[src/rtl/amp_power_id_regs.svh]
`ifndef AMP_POWER_ID_REGS_SVH
`define AMP_POWER_ID_REGS_SVH

// Register offsets on the serial control port.
`define CHIP_ID_OFF 8'h00
`define POWER_CTRL_OFF 8'h01
`define DIG_CTRL1_OFF 8'h02

// Identification code; the value is arbitrary.
`define CHIP_ID_CODE 8'h5A

// Reset values of the writable registers.
`define POWER_CTRL_RESET 8'hFD
`define DIG_CTRL1_RESET 8'h04

// Answer for an unmapped offset.
`define UNMAPPED_DATA 8'h00

// Low fourteen threshold bits, held elsewhere at their all-ones default.
`define LIMIT_LOW_BITS 14'h3FFF

// Seven-bit bus address of this device; the value is arbitrary.
`define DEV_BUS_ADDR 7'h6C

// Serial byte framing.
`define BYTE_BITS 4'h8
`define LAST_READ_BIT 4'h7

// Volume ramp: step time in ns and the clock period in ns.
`define RAMP_STEP_NS 100000
`define CLK_PERIOD_NS 100
`define RAMP_STEP_CYC (`RAMP_STEP_NS / `CLK_PERIOD_NS)
`define ATTEN_MAX 4'hF
`define ATTEN_MIN 4'h0

`endif

[src/rtl/amp_pkg.sv]
package amp_pkg;

  // Power control register layout.
  typedef struct packed {
    logic [5:0] sample_limit_threshold;
    logic sleep_req;
    logic shutdown_not;
  } power_control_t;

  // Digital control one register layout.
  typedef struct packed {
    logic dc_block_bypass;
    logic slot_choice_source;
    logic [1:0] reserved;
    logic rate_single_double;
    logic [2:0] serial_audio_format;
  } digital_control_one_t;

  // Serial control port states.
  typedef enum logic [6:0] {
    ST_IDLE = 7'h01,
    ST_ADDR = 7'h02,
    ST_ADDR_ACK = 7'h04,
    ST_WRITE = 7'h08,
    ST_WRITE_ACK = 7'h10,
    ST_READ = 7'h20,
    ST_READ_ACK = 7'h40
  } bus_state_t;

  // Amplifier power modes.
  typedef enum logic [4:0] {
    M_OFF = 5'h01,
    M_HIZ = 5'h02,
    M_RAMP_UP = 5'h04,
    M_PLAY = 5'h08,
    M_RAMP_DOWN = 5'h10
  } amp_mode_t;

endpackage

[src/rtl/amp_power_id_regs.sv]
`timescale 1ns/10ps
`include "amp_power_id_regs.svh"

// Contract
// - Identification register returns fixed code.
// - Power bits 7:2 are threshold top, reset ones.
// - Samples limited to programmed threshold magnitude.
// - Power bit 1 requests sleep, resets zero.
// - Sleep ramps volume down, then stage hi-z.
// - Asleep, other blocks stay ready to resume.
// - Shutdown when bit 0 low or pin low.
// - Power bit 0 resets one; zero requests shutdown.
// - Shutdown keeps bus working and registers intact.
// - Power-on reset loads all register defaults.
module amp_power_id_regs
  import amp_pkg::*;
(
  input wire logic i_clock,
  input wire logic i_rst_n,
  input wire logic i_scl,
  input wire logic i_sda,
  output logic o_sda,
  output logic o_sda_oe,
  input wire logic i_shutdown_not_pin,
  input wire logic signed [23:0] i_sample,
  input wire logic i_sample_valid,
  output logic signed [23:0] o_dac_sample,
  output logic o_dac_valid,
  output logic o_stage_enable,
  output logic o_core_awake,
  output logic o_shutdown,
  output logic o_sleep,
  output logic o_dc_block_bypass,
  output logic o_slot_choice_source,
  output logic o_rate_single_double,
  output logic [2:0] o_serial_audio_format
);

  ////////////////////////////////////////////////////////////////////////////
  // Pin synchronisers.

  logic [2:0] sync1_ff; // First stage of scl, sda, shutdown pin.
  logic [2:0] sync2_ff; // Second stage.
  logic [2:0] sync3_ff; // Third stage.
  logic [2:0] pin_ff; // Filtered pin levels.
  logic scl_q_ff; // Filtered scl one cycle ago.
  logic sda_q_ff; // Filtered sda one cycle ago.
  logic scl_f; // Filtered scl.
  logic sda_f; // Filtered sda.
  logic sd_pin_f; // Filtered shutdown pin, low means shut down.

  // Three flops per pin; a level is accepted once stages two and three agree,
  // which also rejects a single-cycle glitch on the bus lines.
  always_ff @(posedge i_clock) begin
    if (!i_rst_n) begin
      sync1_ff <= 3'h7;
      sync2_ff <= 3'h7;
      sync3_ff <= 3'h7;
      pin_ff <= 3'h7;
    end else begin
      sync1_ff <= {i_shutdown_not_pin, i_sda, i_scl};
      sync2_ff <= sync1_ff;
      sync3_ff <= sync2_ff;
      for (int i = 0; i < 3; i++) begin
        if (sync2_ff[i] == sync3_ff[i]) begin
          pin_ff[i] <= sync3_ff[i];
        end
      end
    end
  end
  assign scl_f = pin_ff[0];
  assign sda_f = pin_ff[1];
  assign sd_pin_f = pin_ff[2];

  // Delayed copies for edge and condition detection.
  always_ff @(posedge i_clock) begin
    if (!i_rst_n) begin
      scl_q_ff <= 1'b1;
      sda_q_ff <= 1'b1;
    end else begin
      scl_q_ff <= scl_f;
      sda_q_ff <= sda_f;
    end
  end

  logic bus_start; // Data falls while clock high.
  logic bus_stop; // Data rises while clock high.
  logic scl_rise; // Clock rising edge.
  logic scl_fall; // Clock falling edge.
  assign bus_start = scl_f && scl_q_ff && sda_q_ff && !sda_f;
  assign bus_stop = scl_f && scl_q_ff && !sda_q_ff && sda_f;
  assign scl_rise = scl_f && !scl_q_ff;
  assign scl_fall = !scl_f && scl_q_ff;

  ////////////////////////////////////////////////////////////////////////////
  // Register storage.

  power_control_t power_ff; // Power control register.
  digital_control_one_t dig1_ff; // Digital control one register.
  logic [7:0] ptr_ff; // Register pointer.
  logic wr_en; // A data byte has been received for ptr_ff.
  logic [7:0] rd_byte; // Register value at ptr_ff.
  logic [7:0] shift_ff; // Serial shift register.

  // Read decode; unmapped offsets answer zero.
  function automatic logic [7:0] read_reg(input logic [7:0] off,
                                          input power_control_t pc,
                                          input digital_control_one_t d1);
    case (off)
      `CHIP_ID_OFF: read_reg = `CHIP_ID_CODE;
      `POWER_CTRL_OFF: read_reg = pc;
      `DIG_CTRL1_OFF: read_reg = d1;
      default: read_reg = `UNMAPPED_DATA;
    endcase
  endfunction
  assign rd_byte = read_reg(ptr_ff, power_ff, dig1_ff);

  // Only power-on reset and bus writes touch the registers; shutdown leaves them alone.
  always_ff @(posedge i_clock) begin
    if (!i_rst_n) begin
      power_ff <= `POWER_CTRL_RESET;
      dig1_ff <= `DIG_CTRL1_RESET;
    end else if (wr_en) begin
      case (ptr_ff)
        `POWER_CTRL_OFF: power_ff <= shift_ff;
        `DIG_CTRL1_OFF: dig1_ff <= shift_ff;
        default: begin
        end
      endcase
    end
  end

  ////////////////////////////////////////////////////////////////////////////
  // Serial control port engine.

  bus_state_t state_ff; // Port state.
  logic [3:0] cnt_ff; // Bits moved in the present byte.
  logic rw_ff; // Transfer direction, one reads.
  logic ptr_pending_ff; // Next written byte is the pointer.
  logic ack_ok_ff; // Host acknowledged the last read byte.

  assign wr_en = (state_ff == ST_WRITE) && scl_fall && (cnt_ff == `BYTE_BITS) &&
                 !ptr_pending_ff;

  always_ff @(posedge i_clock) begin
    if (!i_rst_n) begin
      state_ff <= ST_IDLE;
      cnt_ff <= 4'h0;
      shift_ff <= 8'h00;
      ptr_ff <= `CHIP_ID_OFF;
      rw_ff <= 1'b0;
      ptr_pending_ff <= 1'b0;
      ack_ok_ff <= 1'b0;
      o_sda_oe <= 1'b0;
    end else if (bus_start) begin
      // A repeated start restarts address reception at any point.
      state_ff <= ST_ADDR;
      cnt_ff <= 4'h0;
      o_sda_oe <= 1'b0;
    end else if (bus_stop) begin
      state_ff <= ST_IDLE;
      o_sda_oe <= 1'b0;
    end else begin
      case (state_ff)
        ST_IDLE: begin
          o_sda_oe <= 1'b0;
        end
        ST_ADDR, ST_WRITE: begin
          // Bits are sampled on the rising clock and acknowledged on the fall.
          if (scl_rise && cnt_ff != `BYTE_BITS) begin
            shift_ff <= {shift_ff[6:0], sda_f};
            cnt_ff <= cnt_ff + 4'h1;
          end else if (scl_fall && cnt_ff == `BYTE_BITS) begin
            if (state_ff == ST_WRITE) begin
              state_ff <= ST_WRITE_ACK;
              o_sda_oe <= 1'b1;
              ptr_pending_ff <= 1'b0;
              ptr_ff <= ptr_pending_ff ? shift_ff : ptr_ff + 8'h01;
            end else if (shift_ff[7:1] == `DEV_BUS_ADDR) begin
              state_ff <= ST_ADDR_ACK;
              o_sda_oe <= 1'b1;
              rw_ff <= shift_ff[0];
              ptr_pending_ff <= !shift_ff[0];
            end else begin
              // Another device is addressed; stay off the bus.
              state_ff <= ST_IDLE;
            end
          end
        end
        ST_ADDR_ACK: begin
          if (scl_fall) begin
            cnt_ff <= 4'h0;
            if (rw_ff) begin
              state_ff <= ST_READ;
              shift_ff <= rd_byte;
              o_sda_oe <= !rd_byte[7];
            end else begin
              state_ff <= ST_WRITE;
              o_sda_oe <= 1'b0;
            end
          end
        end
        ST_WRITE_ACK: begin
          if (scl_fall) begin
            state_ff <= ST_WRITE;
            cnt_ff <= 4'h0;
            o_sda_oe <= 1'b0;
          end
        end
        ST_READ: begin
          if (scl_fall) begin
            if (cnt_ff == `LAST_READ_BIT) begin
              state_ff <= ST_READ_ACK;
              o_sda_oe <= 1'b0;
              ptr_ff <= ptr_ff + 8'h01;
            end else begin
              cnt_ff <= cnt_ff + 4'h1;
              shift_ff <= {shift_ff[6:0], 1'b0};
              o_sda_oe <= !shift_ff[6];
            end
          end
        end
        ST_READ_ACK: begin
          if (scl_rise) begin
            ack_ok_ff <= !sda_f;
          end else if (scl_fall) begin
            if (ack_ok_ff) begin
              state_ff <= ST_READ;
              cnt_ff <= 4'h0;
              shift_ff <= rd_byte;
              o_sda_oe <= !rd_byte[7];
            end else begin
              state_ff <= ST_IDLE;
            end
          end
        end
        default: begin
          state_ff <= ST_IDLE;
          o_sda_oe <= 1'b0;
        end
      endcase
    end
  end

  // Open-drain: the pin is only ever pulled low.
  assign o_sda = 1'b0;

  ////////////////////////////////////////////////////////////////////////////
  // Mode control and audio path.

  assign o_shutdown = !power_ff.shutdown_not || !sd_pin_f;
  assign o_sleep = power_ff.sleep_req;
  assign o_dc_block_bypass = dig1_ff.dc_block_bypass;
  assign o_slot_choice_source = dig1_ff.slot_choice_source;
  assign o_rate_single_double = dig1_ff.rate_single_double;
  assign o_serial_audio_format = dig1_ff.serial_audio_format;

  // The limiter and power sequencer; sleep keeps the core alive for restart.
  amp_limiter u_limiter (
    .i_clock(i_clock),
    .i_rst_n(i_rst_n),
    .i_threshold({power_ff.sample_limit_threshold, `LIMIT_LOW_BITS}),
    .i_sleep(power_ff.sleep_req),
    .i_shutdown(o_shutdown),
    .i_sample(i_sample),
    .i_sample_valid(i_sample_valid),
    .o_dac_sample(o_dac_sample),
    .o_dac_valid(o_dac_valid),
    .o_stage_enable(o_stage_enable),
    .o_core_awake(o_core_awake)
  );

  ////////////////////////////////////////////////////////////////////////////

  a_id_read_code: assert property (
    @(posedge i_clock) disable iff (!i_rst_n)
    (state_ff == ST_ADDR_ACK) && scl_fall && rw_ff && (ptr_ff == `CHIP_ID_OFF)
    |=> shift_ff == `CHIP_ID_CODE)
    else $error("Identification read loaded the wrong code.");

  a_power_reset_val: assert property (
    @(posedge i_clock)
    !i_rst_n |=> power_ff.sample_limit_threshold == 6'h3F)
    else $error("Threshold top bits not all ones after reset.");

  a_sleep_reset: assert property (
    @(posedge i_clock)
    !i_rst_n |=> !power_ff.sleep_req && !o_sleep)
    else $error("Sleep request set after reset.");

  a_shutdown_bit_reset: assert property (
    @(posedge i_clock)
    !i_rst_n ##1 sd_pin_f |-> power_ff.shutdown_not && !o_shutdown)
    else $error("Shutdown asserted after reset with pin high.");

  a_pin_shutdown: assert property (
    @(posedge i_clock) disable iff (!i_rst_n)
    !sd_pin_f |-> o_shutdown ##1 !o_stage_enable)
    else $error("Low shutdown pin did not stop the stage.");

  a_regs_kept: assert property (
    @(posedge i_clock) disable iff (!i_rst_n)
    o_shutdown && !wr_en |=> $stable(power_ff) && $stable(dig1_ff))
    else $error("Register changed during shutdown without a write.");

  a_id_write_ignored: assert property (
    @(posedge i_clock) disable iff (!i_rst_n)
    wr_en && (ptr_ff == `CHIP_ID_OFF) |=> $stable(power_ff) && $stable(dig1_ff))
    else $error("Write to identification offset altered a register.");

  a_write_lands: assert property (
    @(posedge i_clock) disable iff (!i_rst_n)
    wr_en && (ptr_ff == `POWER_CTRL_OFF) |=> o_sleep == $past(shift_ff[1]))
    else $error("Sleep bit did not take the written value.");

endmodule

[src/rtl/amp_limiter.sv]
`timescale 1ns/10ps
`include "amp_power_id_regs.svh"

module amp_limiter
  import amp_pkg::*;
(
  input wire logic i_clock,
  input wire logic i_rst_n,
  input wire logic [19:0] i_threshold,
  input wire logic i_sleep,
  input wire logic i_shutdown,
  input wire logic signed [23:0] i_sample,
  input wire logic i_sample_valid,
  output logic signed [23:0] o_dac_sample,
  output logic o_dac_valid,
  output logic o_stage_enable,
  output logic o_core_awake
);

  amp_mode_t mode_ff; // Present power mode.
  logic [3:0] atten_ff; // Attenuation shift, zero is full volume.
  logic [15:0] tick_cnt_ff; // Ramp step timer.
  logic tick; // One ramp step has elapsed.
  logic [19:0] used_thr_ff; // Threshold applied to the present output word.

  // Saturate a sample to plus or minus the threshold magnitude.
  function automatic logic signed [23:0] clip(input logic signed [23:0] s,
                                              input logic [19:0] t);
    logic signed [23:0] tp;
    tp = signed'({4'h0, t});
    if (s > tp) begin
      clip = tp;
    end else if (s < -tp) begin
      clip = -tp;
    end else begin
      clip = s;
    end
  endfunction

  ////////////////////////////////////////////////////////////////////////////

  // The ramp timer free-runs so each step lasts the same time.
  always_ff @(posedge i_clock) begin
    if (!i_rst_n || tick) begin
      tick_cnt_ff <= 16'h0000;
    end else begin
      tick_cnt_ff <= tick_cnt_ff + 16'h0001;
    end
  end
  assign tick = (tick_cnt_ff == 16'(`RAMP_STEP_CYC - 1));

  // Mode sequencing; shutdown always wins and drops the stage at once.
  always_ff @(posedge i_clock) begin
    if (!i_rst_n) begin
      mode_ff <= M_OFF;
    end else begin
      case (mode_ff)
        M_OFF: begin
          if (!i_shutdown) begin
            mode_ff <= i_sleep ? M_HIZ : M_RAMP_UP;
          end
        end
        M_HIZ: begin
          if (i_shutdown) begin
            mode_ff <= M_OFF;
          end else if (!i_sleep) begin
            mode_ff <= M_RAMP_UP;
          end
        end
        M_RAMP_UP: begin
          if (i_shutdown) begin
            mode_ff <= M_OFF;
          end else if (i_sleep) begin
            mode_ff <= M_RAMP_DOWN;
          end else if (tick && atten_ff == `ATTEN_MIN) begin
            mode_ff <= M_PLAY;
          end
        end
        M_PLAY: begin
          if (i_shutdown) begin
            mode_ff <= M_OFF;
          end else if (i_sleep) begin
            mode_ff <= M_RAMP_DOWN;
          end
        end
        M_RAMP_DOWN: begin
          if (i_shutdown) begin
            mode_ff <= M_OFF;
          end else if (!i_sleep) begin
            mode_ff <= M_RAMP_UP;
          end else if (tick && atten_ff == `ATTEN_MAX) begin
            mode_ff <= M_HIZ;
          end
        end
        default: begin
          mode_ff <= M_OFF;
        end
      endcase
    end
  end

  // Attenuation walks one step per tick while ramping.
  always_ff @(posedge i_clock) begin
    if (!i_rst_n) begin
      atten_ff <= `ATTEN_MAX;
    end else if (mode_ff == M_OFF || mode_ff == M_HIZ) begin
      atten_ff <= `ATTEN_MAX;
    end else if (tick && mode_ff == M_RAMP_UP && atten_ff != `ATTEN_MIN) begin
      atten_ff <= atten_ff - 4'h1;
    end else if (tick && mode_ff == M_RAMP_DOWN && atten_ff != `ATTEN_MAX) begin
      atten_ff <= atten_ff + 4'h1;
    end
  end

  always_ff @(posedge i_clock) begin
    if (!i_rst_n) begin
      o_dac_sample <= 24'sh000000;
      o_dac_valid <= 1'b0;
      used_thr_ff <= 20'h00000;
    end else begin
      o_dac_valid <= i_sample_valid && o_stage_enable;
      if (i_sample_valid) begin
        o_dac_sample <= clip(i_sample, i_threshold) >>> atten_ff;
        used_thr_ff <= i_threshold;
      end
    end
  end

  // The output stage only drives while playing or ramping.
  assign o_stage_enable = (mode_ff == M_RAMP_UP) || (mode_ff == M_PLAY) ||
                          (mode_ff == M_RAMP_DOWN);
  assign o_core_awake = (mode_ff != M_OFF);

  ////////////////////////////////////////////////////////////////////////////

  a_clip_bound: assert property (
    @(posedge i_clock) disable iff (!i_rst_n)
    o_dac_valid |-> (o_dac_sample <= signed'({4'h0, used_thr_ff})) &&
                    (o_dac_sample >= -signed'({4'h0, used_thr_ff})))
    else $error("Output sample exceeds limiter threshold.");

  a_ramp_before_hiz: assert property (
    @(posedge i_clock) disable iff (!i_rst_n)
    (mode_ff == M_RAMP_DOWN) ##1 (mode_ff == M_HIZ) |-> $past(atten_ff) == `ATTEN_MAX)
    else $error("Stage went hi-z before the ramp finished.");

  a_sleep_awake: assert property (
    @(posedge i_clock) disable iff (!i_rst_n)
    (i_sleep && !i_shutdown) [*2] |-> o_core_awake)
    else $error("Core powered down during sleep.");

  a_shutdown_stage: assert property (
    @(posedge i_clock) disable iff (!i_rst_n)
    i_shutdown |=> !o_stage_enable && !o_core_awake)
    else $error("Stage still live one cycle into shutdown.");

endmodule

[config.mk]
export PLATFORM = sky130hd
export DESIGN_NAME = amp_power_id_regs
export DESIGN_NICKNAME = d
export VERILOG_FILES = /design/src/rtl/amp_pkg.sv /design/src/rtl/amp_power_id_regs.sv /design/src/rtl/amp_limiter.sv
export VERILOG_INCLUDE_DIRS = /design/src /design/src/rtl
export SDC_FILE = /design/constraint.sdc
export NUM_CORES = 1
export LEC_CHECK = 0
export ABC_AREA = 0
export BUFFER_PORTS_ARGS = -buffer_cell sky130_fd_sc_hd__buf_2
export CORE_MARGIN = 5
export CORE_UTILIZATION = 30
export CTS_CLUSTER_DIAMETER = 30
export CTS_CLUSTER_SIZE = 12
export DETAILED_ROUTE_END_ITERATION = 8
export PLACE_DENSITY = 0.47
export SLEW_MARGIN = 40
export SYNTH_ARGS = -nofsm -noshare
export SYNTH_HDL_FRONTEND = slang
export SYNTH_SLANG_ARGS = --single-unit
[constraint.sdc]
create_clock -name i_clock -period 4.1 [get_ports i_clock]
set_clock_uncertainty 0.05 [all_clocks]
set_input_delay 0 -clock i_clock [delete_from_list [all_inputs] [get_ports i_clock]]
set_output_delay 0 -clock i_clock [all_outputs]
set_load 0.01 [all_outputs]
==> results of run 1 <==
routing by layer:
metal / part of all wire, % / vias to the layer above
met1: 49 / 3303
met4: 1.6 / 0
li1: - / 3452
met2: 46 / 159
met3: 4.0 / 20
met5: 0 / -
cell type report:
cell class / count / area share (%)
clock buffer: 12 / 3.15
tap: 319 / 4.90
sequential: 111 / 27.3
inverter: 28 / 1.34
clock inverter: 4 / 0.937
multi-input combinational: 736 / 56.7
timing repair buffer: 82 / 5.65
per-stage QoR:
step	utilization [%]	setup TNS (ns)
2_1_floorplan	-	0
3_3_place_gp	33.0	0
3_5_place_dp	33.0	0
4_1_cts	34.5	0
5_1_grt	34.6	-0.000423
6_report	34.6	0
worst max-delay path, stage by stage, from the launching register on:
cell      delay [ns]
dfxtp_1         0.45
inv_1           0.13
ha_1            0.35
nand4_1         0.14
or4_4           0.58
o221ai_4        0.47
o211ai_1        0.27
and2_0          0.27
a222oi_1        0.42
buf_4           0.20
mux2i_1         0.09
a311oi_1        0.26
kinds of logic after synthesis:
group,count (synthesis),share of synthesized area (%)
other,1,0.0521
adder cells (fa/ha/maj),23,4.11
buffers and inverters,91,5.08
flip-flops,111,30.9
XOR/XNOR,18,2.19
multiplexers,42,7.06
AO/OA/AOI/OAI,255,23.7
AND/OR/NAND/NOR,397,26.9
timing repair:
| action | in CTS | in global routing |
|---|---|---|
| hold buffers | 3 | 0 |
| hold endpoints to repair | 3 | 0 |
| resized for setup | 0 | 3 |
| endpoints found under the setup margin | 0 | 3 |
| buffers inserted | 0 | 0 |
power groups by stage:
stage	Clock, uW	Sequential (uW)	Combinational, uW
2_1_floorplan	0	1160	276
3_3_place_gp	0	1170	407
3_5_place_dp	0	1170	407
4_1_cts	1040	1140	411
5_1_grt	1070	1150	461
6_report	1010	1150	411
flip-flops by register name, summed over array words and instances (netlist names), 2 cells and up:
name / count
o_serial_audio_format: 3
dig1_ff: 2
cnt_ff: 4
sync1_ff: 3
sync2_ff: 3
u_limiter.tick_cnt_ff: 16
sync3_ff: 3
u_limiter.mode_ff: 5
shift_ff: 8
state_ff: 7
ptr_ff: 8
power_ff: 7
u_limiter.o_dac_sample: 24
pin_ff: 3
u_limiter.atten_ff: 4
placed cells by master (no fill, tap or decap), types with 5 or more instances in the layout:
master     count
a211oi_1      17
a21boi_0       5
a21o_1         6
a21oi_1       70
a221oi_1       7
a22oi_1        5
a31oi_1        8
and2_1        15
and3_1         7
buf_2         65
buf_4         14
clkbuf_16      9
dfxtp_1      111
ha_1          22
inv_1         25
mux2_2        10
mux2i_1       26
mux4_2         6
nand2_1       94
nand2b_1      23
nand3_1       52
nand3b_1       5
nand4_1        8
nor2_1       111
nor2b_1       11
nor3_1        26
nor4_1         7
nor4b_1        5
o211ai_1      10
o21ai_0       49
o21ai_1       11
o31ai_1        6
or2_2          6
or3_1          5
xnor2_1        5
xor2_1        13
final timing paths:
path,from,to,slack [ns],cells past startpoint
max,power_ff[7]$_SDFFE_PN1P_,u_limiter.o_dac_sample[7]$_SDFFE_PN0P_,0.33,11
max reg2reg,power_ff[7]$_SDFFE_PN1P_,u_limiter.o_dac_sample[7]$_SDFFE_PN0P_,0.33,11
min,i_sample_valid,u_limiter.o_dac_sample[19]$_SDFFE_PN0P_,0.07,2
min reg2reg,sync1_ff[0]$_SDFF_PN1_,sync2_ff[0]$_SDFF_PN1_,0.36,1
==> impl_metrics.toml, run 1 <==
[run_status]
status = "complete, no violations"

[setup_path]
critPathLaunchType = "register"
critPathKind = "reg2reg"
cp-end-kind = "register"
worstPathArrival_ns = 4.00
required_ns = 4.32
critPathMaxFanout = 14

[timing]
rsz0062_at_grt = "yes"
min_period_ns = 3.77
setup_ws_ns = 0.328
max_slew.worst_pin.slew_ns = 0.759
max_freq_ghz = 0.265
setup_viol = 0
slew_viol_final = 0
slew_headroom_pct = 48.1
worst_hold_slack_ns = 0.0713
fin_crit_sh_pct = 92.0
finalHoldViolations = 0

[power_and_ir_drop]
finalPower_uw = 2560
p_leak_uw = 0.00329
swShare_pct = 27.7
clkPwrFrac_pct = 39.3
p_per_area_nw_per_um2 = 315
seqPwrFrac_pct = 44.7
p_switching_uw = 709
peakVddDrop_v = 0.000151
p_int_uw = 1850
p_comb_share_pct = 16.1

[die]
initial_core_util_pct = 30.6
die_area_um2 = 27200
rows = 56
core_um2 = 23500
die_y_um = 165
fp.dieW_um = 165
ios = 67

[finish]
antennaDiodeCount = 0
layout.nets = 1021
syn2layout_area_growth_pct = 13.2
nFillCells = 2589
stdcell_area_um2 = 8150
layout.cells.non_filler = 1292
seqCellArea_um2 = 2220
multi_input_area_um2 = 4620
drive_gt1_share_pct = 13.5

[grt]
grt_pass1_vias = 6663
grt.busiest_layer = "met2"
grt_max_degree = 59
grt_pass1_wl_mm = 35.9
groute.layer.met2.usage_pct = 26.1
use_met1_pct = 22.7
grt_use_met3_pct = 2.82
antenna_found_initial = 0
track_usage_pct = 16.3
grt-ovfl-total = 0

[placement]
pre_cts_slack_ns = 0.333
io_buffer_count = 65
place.detailed.hpwl_mm = 15.8
place_inst = 1273
finalWeightedCongestion = 0.818
place_area_um2 = 7770

[clocking]
clk_path_buf_depth = 2
cts_tree = "done"
cts.sinks = 111
clk_latency_ns = 0.36
root_buffer = "clkbuf_16"
cts-buffers-inserted = 9
clk_pin_slew_ns = 0.08
cts_htree_levels = 3

[logic_synthesis]
ys_seq_area_share_pct = 30.9
synth-edff-count = 0
synth_area_um2 = 7190
synth-seq-cells = 111
synthDominantCellAreaShare_pct = 30.9
synth_common_cells = "dfxtp_1 (111), nor2_1 (111), nand2_1 (94)"
synthDistinctLibCells = 82
synth.area.top_cells = "dfxtp_1 (31%), nor2_1 (5.8%), a21oi_1 (4.9%)"
yosys_most_used_dff = "dfxtp_1"
yosys.area.top_type = "dfxtp_1"
synth_fp_nets = 991
synth.avg_cell_area_um2 = 7.67
synth_warnings = 0
synthArstFlopShare_pct = 0
netlist_instances = 938

[detailed_routing]
route.detailed.drc = 0
drtIter0Drc = 490
drt_wl_total_mm = 22.1
vias_per_cell = 5.37
first_pass_iters = 5
vias = 6934
wl_per_cell_um = 17.1
ant_nets = 0

[hold_path]
hp-class = "in2reg"

[flow_run]
max_cap_viol_count = 0
(Power assumes the default switching activity.)
==> inputs of run 2 (changes only) <==
Settings changed: PLACE_DENSITY 0.47 to not set, PLACE_DENSITY_LB_ADDON set to 0.12.
==> run 2 against run 1 <==
Compared with the run above: cell count grew 0.31%; register-to-register slack gained 0.02 ns; wire length is essentially flat; flip-flop and latch count is the same; die area is the same; setup slack gained 0.024 ns; design area is essentially flat; via count shrank 0.45%; clock power shrank 8%; global-route usage grew 0.11 points; sequential power is essentially flat.
==> impl_metrics.toml, run 2 (same netlist as run 1, synthesis figures left out) <==
[run_status]
status = "complete, no violations"

[clocking]
cts_tree = "done"
cts_htree_levels = 3
clk_path_buf_depth = 2
cts-buffers-inserted = 9
clk_latency_ns = 0.36
clk_pin_slew_ns = 0.08
cts.sinks = 111
post_cts_buffers = 0
root_buffer = "clkbuf_16"

[detailed_routing]
ant_nets = 0
drt_wl_total_mm = 22.1
wl_per_cell_um = 17.1
first_pass_iters = 5
vias = 6903
drtIter0Drc = 505
route.detailed.drc = 0
vias_per_cell = 5.33

[power_and_ir_drop]
p_leak_uw = 0.00331
clkPwrFrac_pct = 37.5
p_comb_share_pct = 16.4
finalPower_uw = 2490
swShare_pct = 28.6
p_switching_uw = 710
p_per_area_nw_per_um2 = 305
p_int_uw = 1780
seqPwrFrac_pct = 46.1
peakVddDrop_v = 0.000171

[grt]
grt-ovfl-total = 0
grt_pass1_wl_mm = 36.1
grt_max_degree = 58
grt_pass1_vias = 6664
antenna_found_initial = 0
track_usage_pct = 16.4

[hold_path]
min_path_cells = 2
hp-class = "in2reg"
min_to = "u_limiter.o_dac_sample[19]$_SDFFE_PN0P_"
min-delay-start = "i_sample_valid"

[flow_run]
max_cap_viol_count = 0

[setup_path]
reg2reg_to = "u_limiter.o_dac_sample[9]$_SDFFE_PN0P_"
required_ns = 4.28
critPathLaunchType = "register"
r2r_slack_ns = 0.35
critPathMaxFanout = 30
cpPeakStageDelay_ns = 0.59
cp-end-kind = "register"
crit_chain = "inv_1 -> ha_1 -> nand4_1 -> or4_4 -> o221a_4 -> a211oi_1 -> o21a_1 -> nor2_1 -> a2111oi_0 -> o31ai_1"
critPathKind = "reg2reg"
worstPathArrival_ns = 3.93
reg2reg_from = "power_ff[7]$_SDFFE_PN1P_"
critPathSlowestCell = "or4_4"
worstRegToRegCells = 10

[die]
initial_core_util_pct = 30.6
die_y_um = 165
rows = 56
ios = 67
core_um2 = 23500
die_area_um2 = 27200
fp.dieW_um = 165

[timing]
slew_headroom_pct = 50.6
fin_crit_sh_pct = 91.4
rsz0062_at_grt = "no"
min_period_ns = 3.75
setup_viol = 0
max_slew.worst_pin.slew_ns = 0.723
finalHoldViolations = 0
max_freq_ghz = 0.267
setup_ws_ns = 0.351
slew_viol_final = 0
tns_ns = 0

[finish]
layout_common_cells = "nor2_1 (111), dfxtp_1 (111), nand2_1 (94)"
largest_reg_flops = 24
layout.cells.non_filler = 1296
antennaDiodeCount = 0
reg_top3 = "u_limiter.o_dac_sample: 24 flops, u_limiter.tick_cnt_ff: 16 flops"
stdcell_area_um2 = 8140
syn2layout_area_growth_pct = 13.2
top_register = "u_limiter.o_dac_sample"
layout.nets = 1025
drive_gt1_share_pct = 13.7

[placement]
place_area_um2 = 7800
pre_cts_slack_ns = 0.333
place.detailed.hpwl_mm = 16.1
finalWeightedCongestion = 0.855
io_buffer_count = 65
place_inst = 1277
run 2: worst max-delay path: cells and delay by family (launching register included):
| kind | cells | cell delay, ns |
|---|---|---|
| buffers and inverters | 1 | 0.16 |
| AOI/OAI and AO/OA | 5 | 1.69 |
| DFF | 1 | 0.50 |
| and+or+nand+nor | 3 | 0.83 |
| adders and majority gates | 1 | 0.39 |
run 2: area by class of cell:
cell class              count  area, um2
multi-input cells         736       4620
clock inverters             6       67.6
clock buffers              10        239
repair buffers             86        490
fillers                  2565      15400
well taps                 319        399
inverters                  28        105
flip-flops and latches    111       2220
run 2: worst max-delay path by stage:
stage	startpoint	slack, ns	end
global route	power_ff[2]$_SDFFE_PN1P_	0.06	u_limiter.o_dac_sample[14]$_SDFFE_PN0P_
CTS	power_ff[2]$_SDFFE_PN1P_	0.31	u_limiter.o_dac_sample[4]$_SDFFE_PN0P_
global placement	power_ff[7]$_SDFFE_PN1P_	0.43	u_limiter.o_dac_sample[9]$_SDFFE_PN0P_
finish	power_ff[7]$_SDFFE_PN1P_	0.35	u_limiter.o_dac_sample[9]$_SDFFE_PN0P_
detailed placement	power_ff[2]$_SDFFE_PN1P_	0.33	u_limiter.o_dac_sample[4]$_SDFFE_PN0P_
floorplan	power_ff[2]$_SDFFE_PN1P_	0.69	u_limiter.o_dac_sample[7]$_SDFFE_PN0P_
run 2: repair_timing:
item	4_1_cts	5_1_grt
setup endpoints to repair	0	2
resized for setup	0	1
hold endpoints to repair	3	0
hold buffers	3	0
run 2: power groups by stage:
| stage | Sequential (uW) | Clock, uW | Combinational [uW] |
|---|---|---|---|
| after global placement | 1170 | 0 | 409 |
| after floorplan | 1160 | 0 | 276 |
| after global routing | 1150 | 1010 | 453 |
| after CTS | 1150 | 972 | 410 |
| final | 1150 | 933 | 407 |
| after detailed placement | 1170 | 0 | 406 |
run 2: stage by stage:
step	hold WS [ns]	utilization, %
2_1_floorplan	0.0515	-
3_3_place_gp	0.134	33.1
3_5_place_dp	0.135	33.1
4_1_cts	0.0633	34.6
5_1_grt	0.122	34.6
6_report	0.0841	34.6
run 2: layer usage:
metal,global-route usage (%),vias up,routed length (um)
li1,-,3464,-
met4,3.14,0,212
met2,27.0,157,10400
met3,2.97,15,955
met5,0,-,0
met1,22.7,3267,10600
==> inputs of run 3 (changes only) <==
Settings changed: HOLD_SLACK_MARGIN set to 0.1.
==> run 3 against run 2 <==
Compared with the run above: global-route usage barely moved; highest routed layer unchanged; critical path depth did not move; first-iteration DRC count fell by 15%; core utilization barely moved; setup slack got worse by 0.030 ns; sequential power barely moved; count of clock-buffer cells in the layout did not move; sequential share of layout area barely moved.
==> impl_metrics.toml, run 3 (same netlist as run 1, synthesis figures left out) <==
[run_status]
status = "complete, no violations"

[timing]
min_period_ns = 3.78
rsz0062_at_grt = "no"
slew_headroom_pct = 51.1
finalHoldViolations = 0
max_freq_ghz = 0.265
setup_viol = 0
slew_viol_final = 0
tns_ns = 0
max_slew.worst_pin.slew_ns = 0.715
fin_crit_sh_pct = 92.2
worst_hold_slack_ns = 0.136

[grt]
grt.busiest_layer = "met2"
grt_pass1_vias = 6668
groute.layer.met2.usage_pct = 27.1
use_met1_pct = 22.7
grt_max_degree = 58
grt-ovfl-total = 0
grt_pass1_wl_mm = 36.1
grt_use_met3_pct = 2.97
antenna_found_initial = 0
track_usage_pct = 16.4

[clocking]
cts_tree = "done"
post_cts_buffers = 0
root_buffer = "clkbuf_16"
cts.sinks = 111
clk_path_buf_depth = 2
cts_htree_levels = 3
cts-buffers-inserted = 9
clk_latency_ns = 0.36
clk_pin_slew_ns = 0.08

[hold_path]
hp-class = "in2reg"
min_path_cells = 4

[setup_path]
critPathMaxFanout = 30
critPathLaunchType = "register"
worstPathArrival_ns = 3.96
worstRegToRegCells = 10
cp-end-kind = "register"
critPathKind = "reg2reg"
required_ns = 4.28

[detailed_routing]
vias = 6941
route.detailed.drc = 0
vias_per_cell = 5.35
wl_per_cell_um = 17.1
drtIter0Drc = 427
ant_nets = 0
drt_wl_total_mm = 22.2
first_pass_iters = 5

[finish]
largest_reg_flops = 24
top_register = "u_limiter.o_dac_sample"
reg_top3 = "u_limiter.o_dac_sample: 24 flops, u_limiter.tick_cnt_ff: 16 flops"
syn2layout_area_growth_pct = 13.3
antennaDiodeCount = 0
drive_gt1_share_pct = 13.7
layout.nets = 1026
layout_common_cells = "nor2_1 (111), dfxtp_1 (111), nand2_1 (94)"
layout.cells.non_filler = 1297

[die]
die_area_um2 = 27200
fp.dieW_um = 165
ios = 67
initial_core_util_pct = 30.6
die_y_um = 165
rows = 56
core_um2 = 23500

[power_and_ir_drop]
p_per_area_nw_per_um2 = 306
peakVddDrop_v = 0.000170
p_leak_uw = 0.00332

[placement]
finalWeightedCongestion = 0.855
io_buffer_count = 65
place_inst = 1277
place.detailed.hpwl_mm = 16.1

[flow_run]
max_cap_viol_count = 0
[run 3: cell types whose count changed in the layout (fill, tap and decap cells not counted), sizes merged]
cell | previous run | this run
dlygate4sd3 | 3 | 4
[run 3: metal layers]
metal	vias to the layer above	share of wire (%)
met5	-	0
met3	15	4.7
li1	3462	-
met2	177	47
met1	3287	47
met4	0	0.98
[run 3: through the flow]
stage / area (um2) / power [uW] / setup slack (ns) / utilization, %
floorplan: 7190 / 1440 / 0.691 / -
global placement: 7800 / 1580 / 0.430 / 33.1
detailed placement: 7800 / 1580 / 0.333 / 33.1
CTS: 8150 / 2530 / 0.314 / 34.6
global route: 8150 / 2620 / 0.0609 / 34.6
finish: 8150 / 2490 / 0.322 / 34.6
[run 3: critical path: stages (launching register included)]
cell and delay, ns:
dfxtp_1 0.51, inv_1 0.16, ha_1 0.39, nand4_1 0.16, or4_4 0.59, o221a_4 0.41
a211oi_1 0.44, o21a_1 0.20, nor2_1 0.08, a2111oi_0 0.49, o31ai_1 0.16
[run 3: final cells by class]
type / instances / area, um2
clock buffers: 10 / 239
clock inverters: 6 / 67.6
fillers: 2561 / 15400
inverters: 28 / 105
multi-input cells: 736 / 4620
flip-flops and latches: 111 / 2220
well taps: 319 / 399
repair buffers: 87 / 500
[run 3: timing repair]
item | CTS | global route
hold endpoints to repair | 6 | 0
setup endpoints to repair | 0 | 2
gates resized for setup | 0 | 1
hold buffers | 4 | 0
[run 3: power by group]
part / internal [uW] / leakage, uW / switching [uW]
clock network: 496 / 0.000151 / 441
registers: 1110 / 0.000902 / 34.6
logic: 169 / 0.00226 / 240
[run 3: path summary, 6_finish.rpt]
check                                                               end                      from  slack [ns]
worst max-delay path             u_limiter.o_dac_sample[9]$_SDFFE_PN0P_  power_ff[7]$_SDFFE_PN1P_        0.32
worst min-delay path            u_limiter.o_dac_sample[23]$_SDFFE_PN0P_                   i_rst_n        0.14
worst max register to register   u_limiter.o_dac_sample[9]$_SDFFE_PN0P_  power_ff[7]$_SDFFE_PN1P_        0.32
worst min register to register                   sync2_ff[1]$_SDFF_PN1_    sync1_ff[1]$_SDFF_PN1_        0.36
